[src/rtl/cscu_pkg.sv]
// Shared constants and types of the compare and set-condition unit.
// Assumes one core clock; all users refer to names as cscu_pkg::name.
package cscu_pkg;

  // Operand width and bit positions
  localparam int unsigned DW       = 32;
  localparam int unsigned LZ_W     = 6;
  localparam int unsigned FRAME_LO = 25;
  localparam int unsigned SP_HI    = 9;
  localparam int unsigned SP_CHK   = 8;
  localparam int unsigned SR_BIT   = 31;

  // Position of each flag inside the four-bit flag vector
  localparam int unsigned F_N = 3;
  localparam int unsigned F_Z = 2;
  localparam int unsigned F_V = 1;
  localparam int unsigned F_C = 0;

  // Flag write masks
  localparam logic [3:0] FW_ALL  = 4'hf;
  localparam logic [3:0] FW_ZERO = 4'h4;
  localparam logic [3:0] FW_NONE = 4'h0;

  // Set group selector values with fixed meaning
  localparam logic [4:0] N_FRAME = 5'h00;
  localparam logic [4:0] N_ONE   = 5'h02;
  localparam logic [4:0] N_ZERO  = 5'h03;
  localparam logic [4:0] N_ONES  = 5'h12;
  localparam logic [4:0] N_RSV1  = 5'h01;
  localparam logic [4:0] N_RSV16 = 5'h10;
  localparam logic [4:0] N_RSV17 = 5'h11;
  localparam logic [4:0] N_RSV19 = 5'h13;

  // Values after reset
  localparam logic [31:0] RST_DATA  = 32'h0000_0000;
  localparam logic [3:0]  RST_FLAGS = 4'h0;

  // Operation selector from instruction decode
  typedef enum logic [2:0] {
    OP_BOUND_CHECK  = 3'h0,
    OP_COMPARE_REG  = 3'h1,
    OP_COMPARE_IMM  = 3'h2,
    OP_BIT_TEST_REG = 3'h3,
    OP_BIT_TEST_IMM = 3'h4,
    OP_LEAD_ZERO    = 3'h5,
    OP_SET_GROUP    = 3'h6
  } cscu_op_e;

endpackage

[src/rtl/cscu_cond.sv]
// Condition evaluator for the set-conditional codes.
// Assumes the caller folds codes 20..31 onto 4..15 by dropping bit 4.
`timescale 1ns/1ps
module cscu_cond (
  input  wire logic [3:0] sel,
  input  wire logic       f_n,
  input  wire logic       f_z,
  input  wire logic       f_v,
  input  wire logic       f_c,
  output logic            hit
);

  // Selectors below 4 never reach a conditional result
  always_comb begin
    case (sel)
      4'h4:    hit = f_n | f_z;
      4'h5:    hit = ~f_n & ~f_z;
      4'h6:    hit = f_n;
      4'h7:    hit = ~f_n;
      4'h8:    hit = f_c | f_z;
      4'h9:    hit = ~f_c & ~f_z;
      4'ha:    hit = f_c;
      4'hb:    hit = ~f_c;
      4'hc:    hit = f_z;
      4'hd:    hit = ~f_z;
      4'he:    hit = f_v;
      4'hf:    hit = ~f_v;
      default: hit = 1'b0;
    endcase
  end

endmodule

[src/rtl/cscu_lzc.sv]
// Leading-zero counter for one operand word.
// Assumes a purely combinational use; the caller registers the count.
`timescale 1ns/1ps
module cscu_lzc #(
  parameter int unsigned W  = 32,
  parameter int unsigned CW = 6
) (
  input  wire logic [W-1:0]  val,
  output logic      [CW-1:0] cnt
);

  // Highest set bit wins because it is visited last; zero word gives W
  always_comb begin
    cnt = CW'(W);
    for (int i = 0; i < W; i++) begin
      if (val[i]) begin
        cnt = CW'(W - 1 - i);
      end
    end
  end

endmodule

[src/rtl/cscu_top.sv]
// Compare and set-condition execution unit: one operation per cycle,
// result and flags registered one cycle after the request.
// Assumes decode and register file on the same clock drive all inputs.
// Function
// - Bound check local zero pair never traps
// - Compare subtracts, sets flags, writes nothing
// - Zero equal, carry borrow, overflow signed
// - Negative is true signed less-than
// - Status register source means subtract carry
// - Bit test ANDs, zero flag from result
// - Leading zero count, 32 when zero
// - Frame address from stack and frame pointer
// - Frame address changes no flags
// - Set group decode by n and register
// - Set codes 2,3,18 fixed; 1,16,17,19 reserved
// - Codes 8..11 test carry and zero
// - Codes 12..15 test zero and overflow
// - Codes 20..31 write all ones instead
// - Zero pointer check traps on zero only
`timescale 1ns/1ps
module cscu_top (
  input  wire logic              ref_clk,
  input  wire logic              rst_n,
  input  wire logic              op_valid,
  input  wire cscu_pkg::cscu_op_e op_code,
  input  wire logic [31:0]       dst_val,
  input  wire logic [31:0]       src_val,
  input  wire logic [31:0]       imm_val,
  input  wire logic [4:0]        n_field,
  input  wire logic              reg_is_sr,
  input  wire logic              reg_is_pc,
  input  wire logic              dst_is_local0,
  input  wire logic              src_is_local0,
  input  wire logic [31:0]       sp_val,
  input  wire logic [31:0]       sr_val,
  input  wire logic              flag_n_in,
  input  wire logic              flag_z_in,
  input  wire logic              flag_v_in,
  input  wire logic              flag_c_in,
  output logic                   res_valid,
  output logic                   dst_wr,
  output logic [31:0]            dst_data,
  output logic [3:0]             flags_wr,
  output logic [3:0]             flags_out,
  output logic                   range_trap,
  output logic                   fetch_sel,
  output logic                   reserved_op
);

  // Whole state of the unit in one record
  typedef struct packed {
    logic        vld;
    logic        wr;
    logic [31:0] data;
    logic [3:0]  fwr;
    logic [3:0]  flags;
    logic        trap;
    logic        fetch;
    logic        rsvd;
  } cscu_state_s;

  cscu_state_s s_q;
  cscu_state_s s_d;

  logic [3:0]  flags_in;
  logic [31:0] cmp_src;
  logic [32:0] diff;
  logic        ovf;
  logic [31:0] frame_base;
  logic [31:0] frame_addr;
  logic        frame_carry;
  logic        any_byte_zero;
  logic [31:0] and_src;
  logic [5:0]  lz_cnt;
  logic        cond_hit;

  assign flags_in = {flag_n_in, flag_z_in, flag_v_in, flag_c_in};

  // Compare operand; status register as source stands for the carry
  always_comb begin
    if (op_code == cscu_pkg::OP_COMPARE_IMM) begin
      cmp_src = imm_val;
    end else if (reg_is_sr) begin
      cmp_src = {31'h0000_0000, flag_c_in};
    end else begin
      cmp_src = src_val;
    end
  end

  // One subtractor serves both compare forms; bit 32 is the borrow
  assign diff = {1'b0, dst_val} - {1'b0, cmp_src};
  assign ovf  = (dst_val[31] ^ cmp_src[31]) & (dst_val[31] ^ diff[31]);

  // Frame address: carry into bit 9 when the frame wraps a 512 block
  assign frame_carry = sp_val[cscu_pkg::SP_CHK] &
                       ~sr_val[cscu_pkg::SR_BIT];
  assign frame_base  = {sp_val[31:cscu_pkg::SP_HI],
                        sr_val[31:cscu_pkg::FRAME_LO], 2'b00};
  assign frame_addr  = frame_base +
                       {22'h00_0000, frame_carry, 9'h000};

  // Byte-wise zero test used by the immediate bit test with selector 0
  assign any_byte_zero = (dst_val[31:24] == 8'h00) |
                         (dst_val[23:16] == 8'h00) |
                         (dst_val[15:8]  == 8'h00) |
                         (dst_val[7:0]   == 8'h00);

  assign and_src = (op_code == cscu_pkg::OP_BIT_TEST_IMM) ?
                   imm_val : src_val;

  // Leading zero counter
  cscu_lzc #(
    .W  (cscu_pkg::DW),
    .CW (cscu_pkg::LZ_W)
  ) u_lzc (
    .val (src_val),
    .cnt (lz_cnt)
  );

  // Codes 20..31 reuse the evaluator of 4..15 by dropping bit 4
  cscu_cond u_cond (
    .sel (n_field[3:0]),
    .f_n (flag_n_in),
    .f_z (flag_z_in),
    .f_v (flag_v_in),
    .f_c (flag_c_in),
    .hit (cond_hit)
  );

  // Next state; pulses default low and flags default to the incoming flag inputs
  always_comb begin
    s_d       = '0;
    s_d.data  = s_q.data;
    s_d.flags = flags_in;
    s_d.vld   = op_valid;
    if (op_valid) begin
      case (op_code)
        cscu_pkg::OP_BOUND_CHECK: begin
          // Nothing is written; only a trap can leave this operation
          if (dst_is_local0 && src_is_local0) begin
            s_d.trap = 1'b0;
          end else if (reg_is_sr) begin
            s_d.trap = (dst_val == 32'h0000_0000);
          end else if (reg_is_pc) begin
            s_d.trap = (dst_val >= src_val);
          end else begin
            s_d.trap = (dst_val > src_val);
          end
        end
        cscu_pkg::OP_COMPARE_REG, cscu_pkg::OP_COMPARE_IMM: begin
          s_d.fwr                 = cscu_pkg::FW_ALL;
          s_d.flags[cscu_pkg::F_Z] = (diff[31:0] == 32'h0);
          s_d.flags[cscu_pkg::F_C] = diff[32];
          s_d.flags[cscu_pkg::F_V] = ovf;
          s_d.flags[cscu_pkg::F_N] = diff[31] ^ ovf;
        end
        cscu_pkg::OP_BIT_TEST_REG, cscu_pkg::OP_BIT_TEST_IMM: begin
          s_d.fwr = cscu_pkg::FW_ZERO;
          if (op_code == cscu_pkg::OP_BIT_TEST_IMM &&
              n_field == cscu_pkg::N_FRAME) begin
            s_d.flags[cscu_pkg::F_Z] = any_byte_zero;
          end else begin
            s_d.flags[cscu_pkg::F_Z] =
              ((dst_val & and_src) == 32'h0);
          end
        end
        cscu_pkg::OP_LEAD_ZERO: begin
          s_d.wr   = 1'b1;
          s_d.data = {26'h000_0000, lz_cnt};
        end
        cscu_pkg::OP_SET_GROUP: begin
          // Flags are never written from this group
          if (reg_is_sr) begin
            s_d.fetch = 1'b1;
          end else if (reg_is_pc) begin
            s_d.rsvd = 1'b1;
          end else if (n_field == cscu_pkg::N_FRAME) begin
            s_d.wr   = 1'b1;
            s_d.data = frame_addr;
          end else if (n_field == cscu_pkg::N_RSV1  ||
                       n_field == cscu_pkg::N_RSV16 ||
                       n_field == cscu_pkg::N_RSV17 ||
                       n_field == cscu_pkg::N_RSV19) begin
            s_d.rsvd = 1'b1;
          end else if (n_field == cscu_pkg::N_ONE) begin
            s_d.wr   = 1'b1;
            s_d.data = 32'h0000_0001;
          end else if (n_field == cscu_pkg::N_ZERO) begin
            s_d.wr   = 1'b1;
            s_d.data = 32'h0000_0000;
          end else if (n_field == cscu_pkg::N_ONES) begin
            s_d.wr   = 1'b1;
            s_d.data = 32'hffff_ffff;
          end else begin
            s_d.wr   = 1'b1;
            if (!cond_hit) begin
              s_d.data = 32'h0000_0000;
            end else if (n_field[4]) begin
              s_d.data = 32'hffff_ffff;
            end else begin
              s_d.data = 32'h0000_0001;
            end
          end
        end
        default: begin
          s_d.rsvd = 1'b1;
        end
      endcase
    end
  end

  // State register; data is held between writes to save toggling
  always_ff @(posedge ref_clk or negedge rst_n) begin
    if (!rst_n) begin
      s_q       <= '0;
      s_q.data  <= cscu_pkg::RST_DATA;
      s_q.flags <= cscu_pkg::RST_FLAGS;
    end else begin
      s_q <= s_d;
    end
  end

  assign res_valid   = s_q.vld;
  assign dst_wr      = s_q.wr;
  assign dst_data    = s_q.data;
  assign flags_wr    = s_q.fwr;
  assign flags_out   = s_q.flags;
  assign range_trap  = s_q.trap;
  assign fetch_sel   = s_q.fetch;
  assign reserved_op = s_q.rsvd;
endmodule

[config.mk]
export PLATFORM = sky130hd
export DESIGN_NAME = cscu_top
export DESIGN_NICKNAME = d
export VERILOG_FILES = /design/src/rtl/cscu_pkg.sv /design/src/rtl/cscu_cond.sv /design/src/rtl/cscu_lzc.sv /design/src/rtl/cscu_top.sv
export SDC_FILE = /design/constraint.sdc
export NUM_CORES = 1
export LEC_CHECK = 0
export BUFFER_PORTS_ARGS = -buffer_cell sky130_fd_sc_hd__buf_2
export CAP_MARGIN = 20
export CORE_MARGIN = 4
export CORE_UTILIZATION = 37
export DETAILED_ROUTE_END_ITERATION = 6
export GPL_TIMING_DRIVEN = 1
export HOLD_SLACK_MARGIN = 0.12
export PLACE_DENSITY_LB_ADDON = 0.12
export REMOVE_ABC_BUFFERS = 1
export SLEW_MARGIN = 0
export SYNTH_ARGS = -nofsm -noshare
export SYNTH_HDL_FRONTEND = slang
export SYNTH_HIERARCHICAL = 1
export SYNTH_SLANG_ARGS = --single-unit
[constraint.sdc]
create_clock -name ref_clk -period 0.9 [get_ports ref_clk]
set_input_delay 0 -clock ref_clk [delete_from_list [all_inputs] [get_ports ref_clk]]
set_output_delay 0 -clock ref_clk [all_outputs]
set_load 0.03 [all_outputs]
Word-level counts from Yosys, hierarchy flattened
Cells that the tools add are included.

Output and inout bits: 45. Flip-flop bits (word level): 45. Bits of input ports: 179. Word-level logic and storage cells: 140.

Order comparisons: 2. Bitwise gates (word level): 18. Mux-type cells: 63. Equal/unequal tests: 28. Reductions and logical operators: 19. Add/sub/neg operators: 2.

Operators by type and width (count): 32-bit two-way mux (8); 6-bit two-way mux (32); 33-bit two-way mux (4); 32-bit zero test (3); 33-bit case mux with 2 select lines (1); 44-bit two-way mux (1); 32-bit by 32-bit subtractor with 33-bit output (1); 32-bit by 10-bit adder with 32-bit output (1); 32-bit AND (1); 4-bit == test, second input constant (8); 32-bit >= comparator (1); 32-bit greater-than comparator (1); 8-bit zero test (4); 5-bit == test, second input constant (4); 4-bit by 3-bit == test with 1-bit output, second input constant (4); 1-bit two-way mux (12); 1-bit case mux with 12 select lines (1); 5-bit by 2-bit == test with 1-bit output, second input constant (2); 3-bit == test, second input constant (3); 4-bit case mux with 2 select lines (1); 3-bit by 2-bit == test with 1-bit output, second input constant (2); 6-bit OR reduction (1); 5-bit by 1-bit == test with 1-bit output, second input constant (1); 5-bit zero test (1); 15 further kinds (34).

Longest topological paths before layout
Depth in word-level cells: 34. Gate-level depth with buffers: 26.

By module
The synthesis kept the hierarchy.

Modules (own cells, without submodules): cscu_top (area an instance 6242.2 um^2, seq. area each 1076.0 um^2, cells each 862, instances 1); cscu_lzc (area an instance 367.9 um^2, seq. area each 0.0 um^2, cells each 65, instances 1); cscu_cond (area an instance 65.1 um^2, seq. area each 0.0 um^2, cells each 11, instances 1).

Worst setup path after synthesis
OpenSTA, ideal clock, no wires.

Path kind: input to register. From: in op_code[1]. To: reg s_q, in the netlist flags_out[2]. Stages: 25. Arrival time: 5.076 ns. Data required time: 0.834 ns. Setup time: 0.066 ns. Slack: -4.243 ns. Path through: buf_2 > nor3b_1 > clkbuf_1 > clkbuf_1 > a21oi_1 > ha_1 > clkbuf_1 > nand4_1 > o22ai_1 > a311oi_1 > a311oi_1 > nor3_1 > nor2_1 > a21o_1 > a21oi_1 > fa_1 > nand4b_4 > a221oi_2 > o311ai_1 > a2111oi_2 > o2111ai_1 > or4_1 > a2111oi_2 > nand4_1 > nand2_1.

RTL lines: start: declaration (line cscu_top.sv:25) `input wire cscu_pkg::cscu_op_e op_code,`; end: declaration (line cscu_top.sv:62) `cscu_state_s s_q;`.

==> flow_summary.ini <==
[outcome]
run_status = finished, violations left
violations = setup timing

[run]
maxCapViolations = 0

[pwr]
seq_power_share = 0.192
power.switching_w = 0.00418
p_comb_frac = 0.619
power_frac_clock = 0.189
leakage_nw = 5.74
cellInternalPower_w = 0.00622
swShare = 0.402
p_per_area_nw_per_um2 = 877
power.total_w = 0.0104
ir_worst_vdd_mv = 0.764

[floorplanning]
die_w_um = 142
start_util = 0.382
rows = 48
io_pins = 224
die-area_um2 = 20300
die_h_um = 142
core_um2 = 17500

[worst_setup_path]
r2r-start = dst_data[5]
cp_max_fo = 7
r2r_cells = 2
cp.required_ps = 1150
rrSetupSlack_ps = 190
reg2reg_to = dst_data[5]
path_class = input pin to flip-flop
arrival_ps = 4870
worst_setup_path_start_kind = input pin
cp-startpoint = op_code[0]
crit_path_end = flags_out[2]
end_kind = flip-flop

[timing]
finalSetupTns_ps = -33040
setup_viol = 38
clock.fmax_mhz = 216
worstMarginPinSlew_ps = 597
drv_slew = 0
skew_ps = 0
hold_viol = 0
period_share = 5.14
rsz0062_at_grt = true
slew_headroom = 0.598
period_needed_ps = 4620
finalWorstSetupSlack_ps = -3720

[routing]
drtIter0Drc = 596
ant_nets = 0
routed_wl_um = 32200
viasPerCell = 5.60
wl_per_cell_um = 19.0
via_count = 9517
dr.pass1.iters = 5
drc = 0

[logic_synthesis]
synth_compound_area_frac = 0.291
ys_seq_area_frac = 0.161
netlist-cell-type-count = 83
async_flop_share = 1.00
avgSynthCellArea_um2 = 7.12
yosys-top-cells-area = dfrtp_1, ha_1, a21oi_1, nand2_1, nor2_1
synth_top_family_by_area = compound AO/OA/AOI/OAI gates
yosys.area_share.simple = 0.273
ys_ff_latch = 43
yosys-mux-area-fraction = 0.0285
synthFlopType = dfrtp_1
syn_area_um2 = 6680
ys_warn_count = 6
yosys.area.top_type_share = 0.161
synth_top_cell_by_area = dfrtp_1
synth-xor-area-share = 0.0457
post_synth_fa_ha_maj_area_fraction = 0.130
synth_edf_count = 0
syn_inst = 938

[global_route]
gr-total-overflow = 0
grt_usage = 0.293
grt_pass1_vias = 8987
grt_max_degree = 44
gr-usage-met1 = 0.407
grtUsageMet2 = 0.472
grt_first_pass_wirelength_um = 47100
grt-busiest-layer = met2
grt_antenna_before_repair = 0
globalRouteMet3Util = 0.0497

[cts]
cts_tree = yes
root_buffer = clkbuf_16
clockBufferDepth = 2
clock_latency_ps = 300
clock_sink_count = 43
cts_hold_buffers = 18
htree_levels = 2
cts.clk_slew.worst_paths_ps = 70
cts_inserted_buffers = 5

[placed_design]
place_area_um2 = 10100
globalplace.congestion = 0.998
port_buffers = 190
dp_hpwl_um = 24700

[final_layout]
drive_gt1_frac = 0.489
syn2layout_area_growth_pct = 77.6
layout_common_cells = buf_4, buf_2, nand2_1, a21oi_1, nor2_1
layout_commonest_cell = buf_4
stdcell_area_um2 = 11900
nNetsFinal = 1717

[worst_hold_path]
hold_class = input pin to flip-flop
-- final cells by class --
class | instances | area, um^2
fill | 1523 | 5620
tap | 225 | 282
inverter | 51 | 194
timing repair buffer | 579 | 4340
clock inverter | 3 | 23.8
clock buffer | 5 | 125
multi-input combinational | 790 | 5810
sequential | 43 | 1080
antenna | 2 | 5.00
-- flip-flops by register name, indices dropped and copies added, names as in the netlist --
register / count
res_valid: 1
fetch_sel: 1
range_trap: 1
flags_wr: 2
reserved_op: 1
flags_out: 4
dst_wr: 1
dst_data: 32
-- metal layers --
layer | share of wire | wire [um] | vias up
met1 | 0.42 | 13600 | 4440
met2 | 0.46 | 14900 | 465
li1 | - | - | 4544
met4 | 0.031 | 994 | 0
met3 | 0.085 | 2740 | 68
met5 | 0 | 0 | -
-- power groups by stage --
stage / sequential (W) / clock, W / combinational, W
final: 0.00200 / 0.00196 / 0.00644
after global routing: 0.00200 / 0.00204 / 0.00689
after CTS: 0.00200 / 0.00198 / 0.00590
after detailed placement: 0.00204 / 0 / 0.00538
after global placement: 0.00203 / 0 / 0.00536
after floorplan: 0.00215 / 0 / 0.00233
-- synth_stat cells (all sizes together) (3+ instances only) --
| cell type | number |
|---|---|
| o211ai | 8 |
| nor3 | 48 |
| nor3b | 6 |
| o2111ai | 6 |
| dfrtp | 43 |
| a21oi | 86 |
| a21boi | 5 |
| nor4 | 19 |
| a311oi | 3 |
| nand2 | 103 |
| and3 | 12 |
| a22oi | 8 |
| mux2i | 4 |
| xor2 | 10 |
| xnor2 | 24 |
| a21o | 15 |
| nand2b | 11 |
| or4 | 8 |
| nor2 | 74 |
| buf | 21 |
| nor2b | 12 |
| a31oi | 12 |
| o21ai | 93 |
| inv | 51 |
| and3b | 3 |
| o31ai | 9 |
| nand3 | 25 |
| o21a | 12 |
| clkbuf | 33 |
| mux2 | 13 |
| or3 | 6 |
| o21bai | 3 |
| a211oi | 8 |
| a221oi | 10 |
| o22ai | 4 |
| a2111oi | 6 |
| a22o | 5 |
| ha | 66 |
| nand4 | 25 |
| or2 | 3 |
-- per-stage QoR --
step | hold WS [ps] | utilization | cells | setup WS, ps
2_1_floorplan | -296 | - | 884 | -7320
3_5_place_dp | 4.50 | 0.578 | 1618 | -4360
5_1_grt | 62.8 | 0.678 | 1696 | -3930
3_3_place_gp | 0.649 | 0.578 | 1618 | -4180
6_report | 44.8 | 0.678 | 1698 | -3720
4_1_cts | 31.0 | 0.641 | 1676 | -3700
-- how the worst min path moves through the flow --
| stage | startpoint | end | slack [ps] | cells after the start |
|---|---|---|---|---|
| global placement | rst_n | dst_wr | 0.6 | 2 |
| detailed placement | rst_n | dst_wr | 5 | 2 |
| finish | src_is_local0 | range_trap | 40 | 4 |
| CTS | src_is_local0 | range_trap | 30 | 4 |
| global route | src_is_local0 | range_trap | 60 | 4 |
| floorplan | rst_n | dst_data[0] | -300 | 0 |
-- worst max-delay path, stage by stage --
cell and delay [ps]:
buf_8 100, nor3b_4 220, buf_12 180, buf_12 170, buf_4 150, a21oi_1 70
ha_1 300, nand2_1 60, a211oi_2 210, o211ai_1 220, a311oi_4 370, nor3_2 80
nor2_1 90, a21o_1 130, a21oi_2 60, fa_2 570, nand4b_4 110, a221oi_2 190
o311ai_2 150, a2111oi_2 330, o2111ai_1 210, or4_4 470, a2111oi_4 200, nand4_1 130
nand2_1 90
-- what timing repair did --
| item | CTS | global route |
|---|---|---|
| resized for setup | 110 | 126 |
| hold endpoints to repair | 62 | 2 |
| setup endpoints to repair | 39 | 46 |
| buffers inserted | 26 | 20 |
| gates cloned | 6 | 4 |
| pin swaps | 65 | 57 |
-- kinds of logic (layout without fill, tap and decap cells) --
| kind of cell | Yosys count | after routing |
|---|---|---|
| xor+xnor | 34 | 34 |
| other cells | 0 | 2 |
| mux | 17 | 17 |
| flops | 43 | 43 |
| compound gates | 306 | 306 |
| buf+inv | 105 | 638 |
| fa+ha+maj | 68 | 68 |
| simple gates | 365 | 365 |
(Power assumes the default switching activity.)
